**config.mk**
```make
export PLATFORM = sky130hd
export DESIGN_NAME = dual_burst_generator
export DESIGN_NICKNAME = d
export VERILOG_FILES = /design/src/dual_burst_pkg.sv /design/src/burst_channel.sv /design/src/dual_burst_generator.sv
export SDC_FILE = /design/constraint.sdc
export NUM_CORES = 1
export LEC_CHECK = 0
export BUFFER_PORTS_ARGS = -buffer_cell sky130_fd_sc_hd__buf_4
export CORE_ASPECT_RATIO = 0.7
export CORE_MARGIN = 4
export CORE_UTILIZATION = 45
export CTS_BUF_LIST = sky130_fd_sc_hd__clkbuf_8
export DETAILED_ROUTE_END_ITERATION = 12
export HOLD_SLACK_MARGIN = 0.05
export PLACE_DENSITY = 0.6
export SLEW_MARGIN = 20
export SYNTH_ARGS = -nofsm -noshare
export SYNTH_HDL_FRONTEND = slang
export SYNTH_SLANG_ARGS = --single-unit
```
**constraint.sdc**
```tcl
create_clock -name clk_in -period 13.2 [get_ports clk_in]
set_clock_uncertainty 0.15 [all_clocks]
set_input_delay 2.64 -clock clk_in [delete_from_list [all_inputs] [get_ports clk_in]]
set_output_delay 2.64 -clock clk_in [all_outputs]
set_load 0.02 [all_outputs]
```
**src/dual_burst_pkg.sv**
```systemverilog
// Notes on behaviour
// mode 010 routes driver A from cpu_port_pin
// mode 010 drives driver B from generator B
// writing 1 to B trigger starts burst B
// driver B emits exactly pulse count B pulses
// generator B uses 11-bit high/low times
// generator A uses 11-bit high/low times
// mode 011 drives A and B from generators
// writing 1 to A trigger starts burst A
// driver A emits exactly pulse count A pulses
// after burst, output stays off until retrigger
// each pulse is high time then low time
package dual_burst_pkg;

  localparam int ADDR_W = 4;
  localparam int DATA_W = 16;
  localparam int TIME_W = 11;
  localparam int COUNT_W = 6;
  localparam int MODE_W = 3;

  // register offsets (word index on the plain port)
  localparam logic [ADDR_W-1:0] OFF_MODE = 4'h0;
  localparam logic [ADDR_W-1:0] OFF_ENABLE = 4'h1;
  localparam logic [ADDR_W-1:0] OFF_HIGH_TIME_A = 4'h2;
  localparam logic [ADDR_W-1:0] OFF_LOW_TIME_A = 4'h3;
  localparam logic [ADDR_W-1:0] OFF_HIGH_TIME_B = 4'h4;
  localparam logic [ADDR_W-1:0] OFF_LOW_TIME_B = 4'h5;
  localparam logic [ADDR_W-1:0] OFF_COUNT_A = 4'h6;
  localparam logic [ADDR_W-1:0] OFF_COUNT_B = 4'h7;
  localparam logic [ADDR_W-1:0] OFF_STATUS = 4'h8;

  // field positions
  localparam int EN_A_BIT = 0;
  localparam int EN_B_BIT = 1;
  localparam int ST_BUSY_A_BIT = 0;
  localparam int ST_BUSY_B_BIT = 1;
  localparam int ST_DRV_A_BIT = 2;
  localparam int ST_DRV_B_BIT = 3;

  // drive-source codes
  localparam logic [MODE_W-1:0] MODE_PORT_PIN = 3'h2;
  localparam logic [MODE_W-1:0] MODE_DUAL = 3'h3;

  // reset values
  localparam logic [MODE_W-1:0] MODE_RST = 3'h3;
  localparam logic [TIME_W-1:0] TIME_RST = 11'h008;
  localparam logic [COUNT_W-1:0] COUNT_RST = 6'h00;

  typedef enum logic [1:0] {BURST_IDLE, BURST_HIGH, BURST_LOW} burst_state_e;

endpackage

```
**src/burst_channel.sv**
```systemverilog
`timescale 1ns/1ps
module burst_channel
  import dual_burst_pkg::*;
#(
  parameter int TW = 11,
  parameter int CW = 6
)
(
  input wire logic clk_in, // burst clock
  input wire logic rst_n_in, // synchronised reset, active low
  input wire logic start_in, // one-cycle trigger
  input wire logic [TW-1:0] high_time_in, // high cycles
  input wire logic [TW-1:0] low_time_in, // low cycles
  input wire logic [CW-1:0] count_in, // pulses per burst
  output logic drive_out, // pulse train
  output logic busy_out // burst running
);
  import dual_burst_pkg::*;

  burst_state_e state_reg, state_next;
  logic [TW-1:0] cnt_reg, cnt_next;
  logic [TW-1:0] hi_reg, hi_next;
  logic [TW-1:0] lo_reg, lo_next;
  logic [CW-1:0] left_reg, left_next;
  logic drive_reg, drive_next;
  wire phase_done = (cnt_reg <= {{(TW-1){1'b0}}, 1'b1});
  wire last_pulse = (left_reg == {{(CW-1){1'b0}}, 1'b1});

  always_comb
  begin
    state_next = state_reg;
    cnt_next = cnt_reg;
    hi_next = hi_reg;
    lo_next = lo_reg;
    left_next = left_reg;
    drive_next = drive_reg;
    if (start_in)
    begin
      // times latched so mid-burst writes cannot tear a pulse
      hi_next = high_time_in;
      lo_next = low_time_in;
      left_next = count_in;
      cnt_next = high_time_in;
      if (count_in == '0)
      begin
        state_next = BURST_IDLE; // see R4
        drive_next = 1'b0;
      end
      else
      begin
        state_next = BURST_HIGH;
        drive_next = 1'b1;
      end
    end
    else
    begin
      unique case (state_reg)
        BURST_IDLE:
        begin
          drive_next = 1'b0;
        end
        BURST_HIGH:
        begin
          if (phase_done)
          begin
            state_next = BURST_LOW;
            cnt_next = lo_reg;
            drive_next = 1'b0;
          end
          else
            cnt_next = cnt_reg - 1'b1;
        end
        BURST_LOW:
        begin
          if (!phase_done)
            cnt_next = cnt_reg - 1'b1;
          else if (last_pulse)
          begin
            state_next = BURST_IDLE;
            left_next = '0;
          end
          else
          begin
            state_next = BURST_HIGH;
            cnt_next = hi_reg;
            left_next = left_reg - 1'b1;
            drive_next = 1'b1;
          end
        end
      endcase
    end
  end

  always_ff @(posedge clk_in or negedge rst_n_in)
  begin
    if (!rst_n_in)
    begin
      state_reg <= BURST_IDLE;
      cnt_reg <= '0;
      hi_reg <= '0;
      lo_reg <= '0;
      left_reg <= '0;
      drive_reg <= 1'b0;
    end
    else
    begin
      state_reg <= state_next;
      cnt_reg <= cnt_next;
      hi_reg <= hi_next;
      lo_reg <= lo_next;
      left_reg <= left_next;
      drive_reg <= drive_next;
    end
  end

  assign drive_out = drive_reg;
  assign busy_out = (state_reg != BURST_IDLE);

endmodule // burst_channel

```
**src/dual_burst_generator.sv**
```systemverilog
// Design decisions made here: the strobed register port and the placing of the registers.
`timescale 1ns/1ps
module dual_burst_generator
  import dual_burst_pkg::*;
(
  input wire logic clk_in, // system clock
  input wire logic rst_n_in, // async reset, active low
  input wire logic [dual_burst_pkg::ADDR_W-1:0] addr_in, // register index
  input wire logic [dual_burst_pkg::DATA_W-1:0] wdata_in, // write data
  input wire logic wr_in, // write strobe
  input wire logic rd_in, // read strobe
  input wire logic cpu_port_pin_in, // processor port pin level
  output logic [dual_burst_pkg::DATA_W-1:0] rdata_out, // read data
  output logic low_side_driver_a_out, // driver A gate
  output logic low_side_driver_b_out // driver B gate
);
  import dual_burst_pkg::*;

  logic rst_meta_reg;
  logic rst_sync_reg;

  logic [MODE_W-1:0] mode_reg;
  logic [TIME_W-1:0] high_time_a_reg;
  logic [TIME_W-1:0] low_time_a_reg;
  logic [TIME_W-1:0] high_time_b_reg;
  logic [TIME_W-1:0] low_time_b_reg;
  logic [COUNT_W-1:0] count_a_reg;
  logic [COUNT_W-1:0] count_b_reg;
  logic [DATA_W-1:0] rdata_reg;
  logic drv_a_reg;
  logic drv_b_reg;

  logic gen_a_drive;
  logic gen_b_drive;
  logic gen_a_busy;
  logic gen_b_busy;

  // reset release through two flops
  always_ff @(posedge clk_in or negedge rst_n_in)
  begin
    if (!rst_n_in)
    begin
      rst_meta_reg <= 1'b0;
      rst_sync_reg <= 1'b0;
    end
    else
    begin
      rst_meta_reg <= 1'b1;
      rst_sync_reg <= rst_meta_reg;
    end
  end

  // write decode
  wire wr_mode = wr_in && (addr_in == OFF_MODE);
  wire wr_enable = wr_in && (addr_in == OFF_ENABLE);
  wire wr_high_a = wr_in && (addr_in == OFF_HIGH_TIME_A);
  wire wr_low_a = wr_in && (addr_in == OFF_LOW_TIME_A);
  wire wr_high_b = wr_in && (addr_in == OFF_HIGH_TIME_B);
  wire wr_low_b = wr_in && (addr_in == OFF_LOW_TIME_B);
  wire wr_count_a = wr_in && (addr_in == OFF_COUNT_A);
  wire wr_count_b = wr_in && (addr_in == OFF_COUNT_B);

  // trigger bits are write-one strobes and never stored
  wire start_a = wr_enable && wdata_in[EN_A_BIT];
  wire start_b = wr_enable && wdata_in[EN_B_BIT];

  always_ff @(posedge clk_in or negedge rst_sync_reg)
  begin
    if (!rst_sync_reg)
      mode_reg <= MODE_RST;
    else if (wr_mode)
      mode_reg <= wdata_in[MODE_W-1:0];
  end

  always_ff @(posedge clk_in or negedge rst_sync_reg)
  begin
    if (!rst_sync_reg)
      high_time_a_reg <= TIME_RST;
    else if (wr_high_a)
      high_time_a_reg <= wdata_in[TIME_W-1:0];
  end

  always_ff @(posedge clk_in or negedge rst_sync_reg)
  begin
    if (!rst_sync_reg)
      low_time_a_reg <= TIME_RST;
    else if (wr_low_a)
      low_time_a_reg <= wdata_in[TIME_W-1:0];
  end

  always_ff @(posedge clk_in or negedge rst_sync_reg)
  begin
    if (!rst_sync_reg)
      high_time_b_reg <= TIME_RST;
    else if (wr_high_b)
      high_time_b_reg <= wdata_in[TIME_W-1:0];
  end

  always_ff @(posedge clk_in or negedge rst_sync_reg)
  begin
    if (!rst_sync_reg)
      low_time_b_reg <= TIME_RST;
    else if (wr_low_b)
      low_time_b_reg <= wdata_in[TIME_W-1:0];
  end

  always_ff @(posedge clk_in or negedge rst_sync_reg)
  begin
    if (!rst_sync_reg)
      count_a_reg <= COUNT_RST;
    else if (wr_count_a)
      count_a_reg <= wdata_in[COUNT_W-1:0];
  end

  always_ff @(posedge clk_in or negedge rst_sync_reg)
  begin
    if (!rst_sync_reg)
      count_b_reg <= COUNT_RST;
    else if (wr_count_b)
      count_b_reg <= wdata_in[COUNT_W-1:0];
  end

  // a write to a parameter register in the same cycle as its trigger
  // is not seen by that burst; the channel latches the old value
  burst_channel #(
    .TW(TIME_W),
    .CW(COUNT_W)
  ) gen_a (
    .clk_in(clk_in),
    .rst_n_in(rst_sync_reg),
    .start_in(start_a),
    .high_time_in(high_time_a_reg),
    .low_time_in(low_time_a_reg),
    .count_in(count_a_reg),
    .drive_out(gen_a_drive),
    .busy_out(gen_a_busy)
  );

  burst_channel #(
    .TW(TIME_W),
    .CW(COUNT_W)
  ) gen_b (
    .clk_in(clk_in),
    .rst_n_in(rst_sync_reg),
    .start_in(start_b),
    .high_time_in(high_time_b_reg),
    .low_time_in(low_time_b_reg),
    .count_in(count_b_reg),
    .drive_out(gen_b_drive),
    .busy_out(gen_b_busy)
  );

  // drive-source selection; unsupported codes keep both drivers off
  wire sel_port = (mode_reg == MODE_PORT_PIN);
  wire sel_dual = (mode_reg == MODE_DUAL);
  wire drv_a_next = sel_port ? cpu_port_pin_in
                  : sel_dual ? gen_a_drive
                  : 1'b0;
  wire drv_b_next = (sel_port || sel_dual) ? gen_b_drive // see R2
                  : 1'b0;

  always_ff @(posedge clk_in or negedge rst_sync_reg)
  begin
    if (!rst_sync_reg)
    begin
      drv_a_reg <= 1'b0;
      drv_b_reg <= 1'b0;
    end
    else
    begin
      drv_a_reg <= drv_a_next;
      drv_b_reg <= drv_b_next;
    end
  end

  // read selection
  wire [DATA_W-1:0] status_word;
  assign status_word = {{(DATA_W-4){1'b0}}, drv_b_reg, drv_a_reg,
                        gen_b_busy, gen_a_busy};
  wire [DATA_W-1:0] enable_word;
  assign enable_word = {{(DATA_W-2){1'b0}}, gen_b_busy, gen_a_busy};

  wire [DATA_W-1:0] rd_value =
      (addr_in == OFF_MODE) ? {{(DATA_W-MODE_W){1'b0}}, mode_reg}
    : (addr_in == OFF_ENABLE) ? enable_word
    : (addr_in == OFF_HIGH_TIME_A) ? {{(DATA_W-TIME_W){1'b0}}, high_time_a_reg}
    : (addr_in == OFF_LOW_TIME_A) ? {{(DATA_W-TIME_W){1'b0}}, low_time_a_reg}
    : (addr_in == OFF_HIGH_TIME_B) ? {{(DATA_W-TIME_W){1'b0}}, high_time_b_reg}
    : (addr_in == OFF_LOW_TIME_B) ? {{(DATA_W-TIME_W){1'b0}}, low_time_b_reg}
    : (addr_in == OFF_COUNT_A) ? {{(DATA_W-COUNT_W){1'b0}}, count_a_reg}
    : (addr_in == OFF_COUNT_B) ? {{(DATA_W-COUNT_W){1'b0}}, count_b_reg}
    : (addr_in == OFF_STATUS) ? status_word
    : '0;

  // read data valid only in the cycle after the strobe
  always_ff @(posedge clk_in or negedge rst_sync_reg)
  begin
    if (!rst_sync_reg)
      rdata_reg <= '0;
    else if (rd_in)
      rdata_reg <= rd_value;
    else
      rdata_reg <= '0;
  end

  assign rdata_out = rdata_reg;
  assign low_side_driver_a_out = drv_a_reg;
  assign low_side_driver_b_out = drv_b_reg;

endmodule // dual_burst_generator

```
==> summary.txt, run 1 <==
Outcome
  • Status: complete, no violations

STA
  • Fin crit share: 34.7%
  • Max Clk Rate: 219 MHz
  • RSZ-0062 raised after global routing: no
  • Final Max Tran Viols: 0
  • TNS Setup: 0 ns
  • Worst-margin pin slew: 1.04 ns
  • Final setup violation count: 0
  • Slew HR: 30.6%
  • Tmin final: 4.57 ns
  • Final Worst Setup Slack: 8.63 ns
  • Final Hold Viols: 0

Clocking
  • CTS tree: done
  • Clock latency on the worst-skew pair: 0.47 ns
  • Post-CTS sizing: 0
  • Post-cts hold buffer count: 0
  • Clock transition at path regs: 0.10 ns
  • Number of setup buffers added after CTS: 0
  • Clock sinks: 158
  • Clk Tree Root Cell: clkbuf_8
  • H-tree depth: 4
  • Maximum clock path buffer count: 2
  • Num CTS Buffers: 17

Drt
  • Post-Route WL: 20700 µm
  • Routed len/inst: 19.0 µm
  • DRT iter0 DRCs: 489
  • Vias post-DR: 6386
  • Vias per std cell: 5.85
  • First-pass DRT Iterations: 5
  • Post-DRT Antenna Nets: 0
  • DRC Markers: 0

Floorplan
  • Die Wd: 170 µm
  • I/O Pins: 43
  • Initial core utilization: 45.8%
  • Site Rows: 41
  • Die area: 20600 µm²
  • Core area: 18000 µm²
  • Die Ht: 121 µm

Placed design
  • Post-Place Cell Area: 8600 µm²
  • Hpwl dp: 14500 µm
  • IO buf count: 32
  • Gp weighted congestion: 0.917
  • Dpl ws: 8.06 ns
  • Placed cells: 1059

Cells and area
  • Antenna cells: 0
  • Area of the multi-input gates: 3980 µm²
  • Share of cells above drive strength 1: 18.9%
  • P&R area growth vs syn: 9.28%
  • Fin area: 9010 µm²
  • Reg area: 3970 µm²
  • Final #Nets: 882
  • Most common cell after layout, fill and taps aside: nand2_1
  • Commonest non-fill, non-tap cells in the layout: nand2_1 (157), dfrtp_1 (151), mux2_2 (64), nor2_1 (44), buf_4 (38)
  • Final cell count without fillers: 1092
  • Fillers: 1664

Setup path
  • Slowest CP cell: nor2_1
  • Worst path top cell family by delay: simple AND/OR/NAND/NOR gates
  • Flop2flop setup slack: 9.95 ns
  • Crit path required time: 13.40 ns
  • Cell count of the worst reg-to-reg path: 6
  • Type of origin of the critical path: input pin
  • Worst path bufs/invs: 1
  • Crit path max fanout: 16
  • Crit path kind: in -> reg
  • Worst path max stage delay: 0.87 ns
  • Crit. path cell count: 5
  • Worst path arrival time: 4.77 ns
  • Crit end category: register
  • Crit-path cells: buf_4 > nor2b_1 > nand2b_1 > nor2_1 > mux2_2

Synth
  • Syn_area_per_cell: 9.91 µm²
  • Yosys Warn Count: 0
  • Async SR Flop Fraction: 100%
  • Number of synthesized register bits: 158
  • Post-synth EDFFs: 0
  • Mapped Area: 8250 µm²
  • Post-synth top flop: dfrtp_1
  • Sequential area share after synthesis: 48.0%
  • Unique masters post-synth: 74
  • Synth Instances: 832

Power and ir drop
  • Power consumption: 0.00165 W
  • Worst vdd ir: 0.0000745 V
  • Leak: 4.18 nW
  • Power density cells: 183 nW/µm²

Global routing
  • Total global-route track usage: 20.9%
  • First-pass GRT wire length: 33900 µm
  • Initial antenna violation count: 1
  • Vias in the first global route: 6341
  • Largest net degree at the start of global routing: 83
  • Grt total ovfl: 0

Flow run
  • Max_cap viols: 0

Hold path
  • Hold crit path type: reg -> async
-- area by class of cell --
type	instances	share of cell area [%]
well taps	236	3.28
inverters	19	0.791
multi-input cells	608	44.2
repair buffers	39	3.47
flip-flops and latches	158	44.0
clock buffers	17	2.60
clock inverters	15	1.69
-- worst reg2reg max path, delay by kind of cell, from the launching register on --
family,cells,cell delay (ns)
simple gates,3,1.84
compound gates,2,0.48
flops,1,0.44
buf+inv,1,0.26
-- where the power goes --
part	switching [W]	internal, W	leakage [nW]	total (W)
Combinational	0.000306	0.000249	2.00	0.000555
Clock	0.000204	0.000156	0.197	0.000360
Sequential	0.000128	0.000609	1.98	0.000737
-- layer usage --
metal | track usage, % | part of all wire, %
met5 | 0 | 0
met4 | 7.54 | 2.3
met3 | 4.04 | 5.4
met2 | 29.9 | 42
met1 | 31.3 | 50
-- metrics by stage --
step	hold WS (ns)	utilization [%]
3_3_place_gp	0.194	47.8
6_report	0.0988	50.1
5_1_grt	0.134	50.1
3_5_place_dp	0.186	47.8
2_1_floorplan	0.181	-
4_1_cts	0.222	49.9
-- final timing paths --
check / startpoint / to
max in group asynchronous: rst_n_in / rst_sync_reg$_DFF_PN0_
max reg2reg: gen_b.cnt_reg[3]$_DFFE_PN0P_ / gen_b.cnt_reg[1]$_DFFE_PN0P_
min reg2reg: rst_sync_reg$_DFF_PN0_ / gen_a.hi_reg[6]$_DFFE_PN0P_
min: rst_sync_reg$_DFF_PN0_ / gen_a.hi_reg[6]$_DFFE_PN0P_
min in group clk_in: rst_meta_reg$_DFF_PN0_ / rst_sync_reg$_DFF_PN0_
max: addr_in[2] / low_time_b_reg[9]$_DFFE_PN0P_
-- synthesized netlist by cell type, types with 4 or more instances --
master      n  area [µm²]
nor3b_1     8        60.1
nand3_1    22         110
and3_1      4        25.0
mux2_2     64         721
o211ai_1    6        45.0
buf_1       6        22.5
buf_2       4        20.0
dfstp_2     6         158
o31ai_1    11        82.6
nand2_1   157         589
nand4_1     6        37.5
a21o_1      8        60.1
clkbuf_1   30         113
buf_4       7        52.6
a31oi_1    24         150
mux2i_1    36         360
or4_1       4        30.0
o21a_1      4        30.0
o22ai_1    10        62.6
or3_1      13        81.3
nor4_1      4        25.0
and2_1      9        56.3
ha_1       14         175
a21boi_0    6        45.0
nor3_1     16        80.1
xor2_1      6        52.6
dfrtp_1   152        3800
nand2b_1    4        25.0
a211oi_1    5        37.5
inv_1      19        71.3
nor2_1     47         176
nor2b_1     9        56.3
a21oi_1    15        75.1
o21ai_0    31         155
-- cell families after synthesis --
| family | Yosys count | synth area share (%) |
|---|---|---|
| AOI/OAI and AO/OA | 154 | 12.6 |
| xor gates and xnor gates | 8 | 0.849 |
| adders and majority gates | 14 | 2.12 |
| buffers and inverters | 70 | 3.96 |
| DFF | 158 | 48.0 |
| muxes | 101 | 13.4 |
| other | 2 | 0.0910 |
| and+or+nand+nor | 325 | 19.0 |
Note: power is estimated with default switching activity, not from simulation.
==> run 2: changes to the inputs <==
ABC_AREA = 1   (was not set)
PLACE_DENSITY = 0.62   (was 0.6)
clock period = 3.9 ns   (was 13.2 ns; I/O delays follow)
==> run 2 against run 1 <==
- sequential cell count unchanged
- power grew to 3.5 times the previous value
- routed wire length decreased by 6.5%
- synthesized area decreased by 0.53%
==> summary.txt, run 2 <==
STA
  • Final setup violation count: 0 (unchanged)
  • Worst-margin pin slew: 0.843 ns (was 1.04 ns)
  • Fin crit share: 61.8%
  • Slew HR: 43.8% (was 30.6%)
  • Hold Slack: 0.207 ns (was 0.0988 ns)
  • Final Max Tran Viols: 0 (unchanged)
  • Final Worst Setup Slack: 1.49 ns (was 8.63 ns)
  • TNS Setup: 0 ns (unchanged)
  • Final Hold Viols: 0 (unchanged)
  • RSZ-0062 raised after global routing: no (unchanged)
  • Max Clk Rate: 415 MHz
  • Tmin final: 2.41 ns

Drt
  • Vias post-DR: 6801 (was 6386)
  • DRC Markers: 0 (unchanged)
  • Post-DRT Antenna Nets: 0 (unchanged)
  • Post-Route WL: 19400 µm (was 20700 µm)
  • First-pass DRT Iterations: 6 (was 5)
  • DRT iter0 DRCs: 599 (was 489)
  • Routed len/inst: 14.7 µm (was 19.0 µm)
  • Vias per std cell: 5.14 (was 5.85)

Synth
  • Post-synth EDFFs: 0 (unchanged)
  • Dominant cells by area after synthesis: dfrtp_1 (46%), nand2_1 (16%), o21ai_0 (8.3%) (was dfrtp_1 (46%), mux2_2 (8.7%), nand2_1 (7.1%))
  • Synth Instances: 1053 (was 832)
  • Unique masters post-synth: 47 (was 74)
  • Post-synth top flop: dfrtp_1 (unchanged)
  • Sequential area share after synthesis: 48.3% (was 48.0%)
  • Share of the synthesized area in the top cell type: 46.4% (was 46.1%)
  • Mapped Area: 8210 µm² (was 8250 µm²)
  • Post-synth top cells: nand2_1 (352), dfrtp_1 (152), o21ai_0 (136) (was nand2_1 (157), dfrtp_1 (152), mux2_2 (64))
  • Syn_area_per_cell: 7.79 µm² (was 9.91 µm²)
  • Top-count cell post-synth: nand2_1 (unchanged)
  • Number of synthesized register bits: 158 (unchanged)
  • Yosys Warn Count: 0 (unchanged)
  • Cell taking the most area after synthesis: dfrtp_1 (unchanged)
  • Async SR Flop Fraction: 100% (unchanged)

Setup path
  • Worst path arrival time: 2.63 ns (was 4.77 ns)
  • Crit path kind: in -> reg (unchanged)
  • Crit path max fanout: 53 (was 16)
  • Crit end category: register (unchanged)
  • Type of origin of the critical path: input pin (unchanged)
  • Crit path required time: 4.12 ns (was 13.40 ns)

Placed design
  • Hpwl dp: 14200 µm (was 14500 µm)
  • Post-Place Cell Area: 8590 µm² (was 8600 µm²)
  • IO buf count: 32 (unchanged)
  • Dpl ws: 1.06 ns (was 8.06 ns)
  • Gp weighted congestion: 0.857 (was 0.917)

Global routing
  • Grt total ovfl: 0 (unchanged)
  • Initial antenna violation count: 0 (was 1)
  • First-pass GRT wire length: 32600 µm (was 33900 µm)
  • Vias in the first global route: 6410 (was 6341)
  • Largest net degree at the start of global routing: 64 (was 83)
  • Total global-route track usage: 19.9% (was 20.9%)

Floorplan
  • Initial core utilization: 45.7% (was 45.8%)
  • Die Wd: 169 µm (was 170 µm)
  • I/O Pins: 43 (unchanged)
  • Site Rows: 41 (unchanged)
  • Die Ht: 121 µm (about the same)
  • Core area: 18000 µm² (about the same)
  • Die area: 20500 µm² (was 20600 µm²)

Cells and area
  • Area of the multi-input gates: 3600 µm² (was 3980 µm²)
  • Utilization after layout: 50.2% (was 50.1%)
  • Reg area: 3970 µm² (unchanged)
  • Fin area: 9010 µm² (unchanged)
  • Most common cell after layout, fill and taps aside: nand2_1 (unchanged)
  • Share of cells above drive strength 1: 10.9% (was 18.9%)
  • Commonest non-fill, non-tap cells in the layout: nand2_1 (352), dfrtp_1 (151), o21ai_0 (136), inv_1 (104), nor2_1 (64) (was nand2_1 (157), dfrtp_1 (151), mux2_2 (64), nor2_1 (44), buf_4 (38))
  • Antenna cells: 0 (unchanged)
  • P&R area growth vs syn: 9.87% (was 9.28%)
  • Final #Nets: 1113 (was 882)
  • Fillers: 1796 (was 1664)

Clocking
  • Clock sinks: 158 (unchanged)
  • Number of setup buffers added after CTS: 0 (unchanged)
  • Clk Tree Root Cell: clkbuf_8 (unchanged)
  • H-tree depth: 4 (unchanged)
  • Clock latency on the worst-skew pair: 0.45 ns (was 0.47 ns)
  • Maximum clock path buffer count: 2 (unchanged)
  • CTS tree: done (unchanged)
  • Clock transition at path regs: 0.08 ns (was 0.10 ns)
  • Num CTS Buffers: 17 (unchanged)

Flow run
  • Max_cap viols: 0 (unchanged)

Outcome
  • Status: complete, no violations (unchanged)

Hold path
  • Hold crit path type: reg -> reg (was reg -> async)

Power and ir drop
  • Leak: 4.54 nW (was 4.18 nW)
  • Worst vdd ir: 0.000305 V (was 0.0000745 V)
  • Power density cells: 650 nW/µm² (was 183 nW/µm²)
run 2: cell count changes after synthesis, moves of 14 or more:
cell      previous run  this run
mux2_2              64         0
a31oi_1             24         3
a21oi_1             15        33
nand2_1            157       352
clkbuf_1            30        15
inv_1               19        99
nor2_1              47        64
mux2i_1             36         2
nand3_1             22        53
nor3_1              16         2
o21ai_0             31       136
run 2: worst paths after layout:
kind                       slack (ns)                            from  cells past startpoint                        endpoint
max in group asynchronous        2.41          rst_sync_reg$_DFF_PN0_                      1  high_time_a_reg[3]$_DFFE_PN1P_
max                              1.49                      addr_in[3]                     10   gen_b.cnt_reg[10]$_DFFE_PN0P_
min in group asynchronous        0.26          rst_sync_reg$_DFF_PN0_                      0   gen_b.left_reg[2]$_DFFE_PN0P_
max reg2reg                      1.61  gen_a.state_reg[0]$_DFFE_PN0P_                     10    gen_a.cnt_reg[9]$_DFFE_PN0P_
min                              0.21          rst_meta_reg$_DFF_PN0_                      0          rst_sync_reg$_DFF_PN0_
min reg2reg                      0.21          rst_meta_reg$_DFF_PN0_                      0          rst_sync_reg$_DFF_PN0_
run 2: metrics by stage:
step           cells  power, W
2_1_floorplan   1057   0.00407
6_report        1323   0.00586
5_1_grt         1323   0.00637
3_3_place_gp    1290   0.00455
3_5_place_dp    1290   0.00460
4_1_cts         1323   0.00589
run 2: report_power, final:
group          internal (W)  switching [W]
logic              0.000792        0.00137
clock network      0.000688       0.000592
registers           0.00207       0.000346
run 2: cell type report:
type	instances	area share [%]
Multi-Input combinational cell	748	40.0
Clock buffer	21	3.21
Inverter	106	4.46
Timing Repair Buffer	43	3.75
Clock inverter	11	1.37
Tap cell	236	3.28
Sequential cell	158	44.0
run 2: worst max-delay path: stages:
cell and delay (ns):
buf_4 0.14, nor2_2 0.20, nand2_4 0.13, nor2_8 0.17, nand2_4 0.31, nand2_1 0.23
nand2_2 0.23, inv_2 0.26, nor2_1 0.06, a21oi_1 0.11
run 2: what timing repair did:
item                                   4_1_cts  5_1_grt
resized for setup                            0        0
hold buffers                                 1        0
endpoints found under the hold margin        2        0
run 2: cells by family (layout without fill, tap and decap cells):
group                      count (synthesis)  in the layout  synth area share [%]
AOI/OAI and AO/OA                        206            206                  13.8
xor gates and xnor gates                  12             12                  1.28
adders and majority gates                 14             14                  2.13
buffers and inverters                    151            181                  8.08
DFF                                      158            158                  48.3
muxes                                      2              2                 0.244
other                                      2              6                0.0915
and+or+nand+nor                          508            508                  26.1
run 2: metal layers:
layer	part of all wire, %	wire, µm	GRT usage [%]
met4	0.49	95	4.32
met5	0	0	0
met2	40	7760	26.8
met1	55	10600	32.3
met3	4.8	925	4.30
==> run 3: changes to the inputs <==
ABC_AREA = 0   (was 1)
clock period = 2.19 ns   (was 3.9 ns; I/O delays follow)
==> run 3 against run 2 <==
- the run now ends with setup timing left
- final cell count down 9.7%
- global-route usage up 2.8 points
- critical path type is now reg -> reg
- clock power is 85% higher
- worst hold slack lost 0.13 ns
- count of clock-buffer cells in the layout is 3 lower
- sequential cell count unchanged
- core utilization increased by 6.2 points
==> summary.txt, run 3 (synthesis gave the netlist of run 1 again) <==
Global routing
  • Total global-route track usage: 22.7% (was 19.9%)
  • Grt total ovfl: 0 (unchanged)
  • First-pass GRT wire length: 36500 µm (was 32600 µm)
  • Largest net degree at the start of global routing: 54 (was 64)
  • Vias in the first global route: 6725 (was 6410)
  • Initial antenna violation count: 0 (unchanged)

Setup path
  • Type of origin of the critical path: register (was input pin)
  • Flop2flop setup slack: -0.25 ns (was 1.61 ns)
  • Crit end category: register (unchanged)
  • Crit Reg-Reg Endpoint: gen_a.left_reg[4]$_DFFE_PN0P_ (was gen_a.cnt_reg[9]$_DFFE_PN0P_)
  • Crit-path cells: or4_4 > or4_4 > buf_8 > nor4_4 > mux2i_1 > a21o_1 (was buf_4 > nor2_2 > nand2_4 > nor2_8 > nand2_4 > nand2_1 > nand2_2 > inv_2 > nor2_1 > a21oi_1)
  • RR Startpoint: gen_a.cnt_reg[4]$_DFFE_PN0P_ (was gen_a.state_reg[0]$_DFFE_PN0P_)
  • Worst path max stage delay: 0.63 ns (was 0.31 ns)
  • Crit path kind: reg -> reg (was in -> reg)
  • Most frequent CP cell: or4_4 (was nand2_4)
  • Cell count of the worst reg-to-reg path: 6 (was 10)
  • Crit path max fanout: 6 (was 53)
  • Slowest CP cell: or4_4 (was nand2_4)
  • Worst path arrival time: 2.69 ns (was 2.63 ns)
  • Crit path required time: 2.44 ns (was 4.12 ns)

Floorplan
  • Die Ht: 121 µm (about the same)
  • Die Wd: 170 µm (was 169 µm)
  • I/O Pins: 43 (unchanged)
  • Die area: 20600 µm² (was 20500 µm²)
  • Site Rows: 41 (unchanged)
  • Core area: 18000 µm² (about the same)
  • Initial core utilization: 45.8% (was 45.7%)

Placed design
  • Placed cells: 1153 (was 1290)
  • Hpwl dp: 16600 µm (was 14200 µm)
  • IO buf count: 32 (unchanged)
  • Gp weighted congestion: 0.959 (was 0.857)

STA
  • Final Worst Setup Slack: -0.246 ns (was 1.49 ns)
  • Final setup violation count: 20 (was 0)
  • Max Clk Rate: 411 MHz
  • Final Max Tran Viols: 0 (unchanged)
  • Tmin final: 2.44 ns
  • Hold Slack: 0.0812 ns (was 0.207 ns)
  • Final Hold Viols: 0 (unchanged)
  • Fin crit share: 111%
  • RSZ-0062 raised after global routing: yes (was no)

Drt
  • DRC Markers: 0 (unchanged)
  • Post-DRT Antenna Nets: 0 (unchanged)
  • Vias post-DR: 6798 (was 6801)
  • First-pass DRT Iterations: 5 (was 6)
  • Vias per std cell: 5.69 (was 5.14)
  • Routed len/inst: 18.9 µm (was 14.7 µm)
  • DRT iter0 DRCs: 560 (was 599)
  • Post-Route WL: 22600 µm (was 19400 µm)

Hold path
  • Hold crit path type: in -> reg (was reg -> reg)
  • Hold Startpoint: wdata_in[7] (was rst_meta_reg$_DFF_PN0_)
  • Worst hold path endpoint: low_time_a_reg[7]$_DFFE_PN0P_ (was rst_sync_reg$_DFF_PN0_)
  • Hold depth: 2 (was 0)

Power and ir drop
  • Leak: 4.79 nW (was 4.54 nW)
  • Worst vdd ir: 0.000451 V (was 0.000305 V)
  • Power density cells: 1130 nW/µm² (was 650 nW/µm²)

Cells and area
  • Antenna cells: 0 (unchanged)
  • Final #Nets: 986 (was 1113)
  • Most common cell after layout, fill and taps aside: nand2_1 (unchanged)
  • Final cell count without fillers: 1195 (was 1323)
  • Share of cells above drive strength 1: 29.9% (was 10.9%)
  • P&R area growth vs syn: 23.2% (was 9.87%)
  • Commonest non-fill, non-tap cells in the layout: nand2_1 (157), dfrtp_1 (151), buf_4 (126), mux2_2 (64), nor2_1 (43) (was nand2_1 (352), dfrtp_1 (151), o21ai_0 (136), inv_1 (104), nor2_1 (64))

Clocking
  • Clock sinks: 158 (unchanged)
  • CTS tree: done (unchanged)
  • H-tree depth: 4 (unchanged)
  • Clk Tree Root Cell: clkbuf_8 (unchanged)
  • Num CTS Buffers: 17 (unchanged)
  • Clock transition at path regs: 0.09 ns (was 0.08 ns)
  • Maximum clock path buffer count: 2 (unchanged)
  • Clock latency on the worst-skew pair: 0.47 ns (was 0.45 ns)

Outcome
  • Failing checks: setup timing
  • Status: finished, violations left (was complete, no violations)

Flow run
  • Max_cap viols: 0 (unchanged)
-- run 3: how the worst max path moves through the flow --
| stage | startpoint | to | slack (ns) | depth (start not counted) |
|---|---|---|---|---|
| 6_report | gen_a.cnt_reg[4]$_DFFE_PN0P_ | gen_a.left_reg[4]$_DFFE_PN0P_ | -0.25 | 6 |
| 5_1_grt | gen_a.cnt_reg[4]$_DFFE_PN0P_ | gen_a.left_reg[4]$_DFFE_PN0P_ | -0.34 | 6 |
| 4_1_cts | gen_a.state_reg[0]$_DFFE_PN0P_ | gen_a.left_reg[4]$_DFFE_PN0P_ | -0.28 | 8 |
| 3_5_place_dp | gen_a.cnt_reg[7]$_DFFE_PN0P_ | gen_a.left_reg[4]$_DFFE_PN0P_ | -0.27 | 6 |
| 3_3_place_gp | gen_a.cnt_reg[7]$_DFFE_PN0P_ | gen_a.left_reg[4]$_DFFE_PN0P_ | -0.23 | 6 |
| 2_1_floorplan | gen_a.state_reg[0]$_DFFE_PN0P_ | gen_a.left_reg[2]$_DFFE_PN0P_ | -0.25 | 9 |
-- run 3: final cells by class --
type                            count  area [µm²]
Multi-Input combinational cell    608        4200
Tap cell                          236         295
Inverter                           19        71.3
Sequential cell                   158        3970
Clock buffer                       18         248
Clock inverter                     13         175
Fill cell                        1555        7850
Timing Repair Buffer              143        1200
-- run 3: metal layers --
| metal | vias to the layer above | track usage [%] | part of all wire, % |
|---|---|---|---|
| met3 | 23 | 5.57 | 7.0 |
| met5 | - | 0 | 0 |
| li1 | 3178 | - | - |
| met4 | 0 | 5.93 | 1.2 |
| met1 | 3378 | 34.9 | 50 |
| met2 | 219 | 31.8 | 42 |
-- run 3: power breakdown --
group	leakage, nW	switching (W)	internal (W)
clock	0.217	0.00111	0.00125
combinational	2.60	0.00240	0.00238
sequential	1.98	0.000640	0.00367
total	4.79	0.00415	0.00731
-- run 3: per-stage QoR --
stage	setup TNS (ns)	utilization, %	power, W	worst slack [ns]	area [µm²]
after global placement	-4.89	52.4	0.00846	-0.225	9440
final	-3.79	56.4	0.0115	-0.246	10200
after global routing	-5.20	56.4	0.0122	-0.340	10200
after detailed placement	-6.60	52.4	0.00864	-0.271	9440
after floorplan	-2.68	-	0.00695	-0.251	8330
after CTS	-3.94	55.6	0.0112	-0.278	10000
-- run 3: critical path, delay by kind of cell (launching register included) --
kind | cells | cell delay (ns)
AOI/OAI and AO/OA | 1 | 0.10
muxes | 1 | 0.22
buffers and inverters | 1 | 0.18
and+or+nand+nor | 3 | 1.34
DFF | 1 | 0.38
-- run 3: repair_timing --
item / in CTS / in global routing
hold endpoints to repair: 2 / 0
setup buffers: 9 / 1
pin swaps: 11 / 16
setup endpoints to repair: 30 / 34
hold buffers: 1 / 0
gates resized for setup: 17 / 29
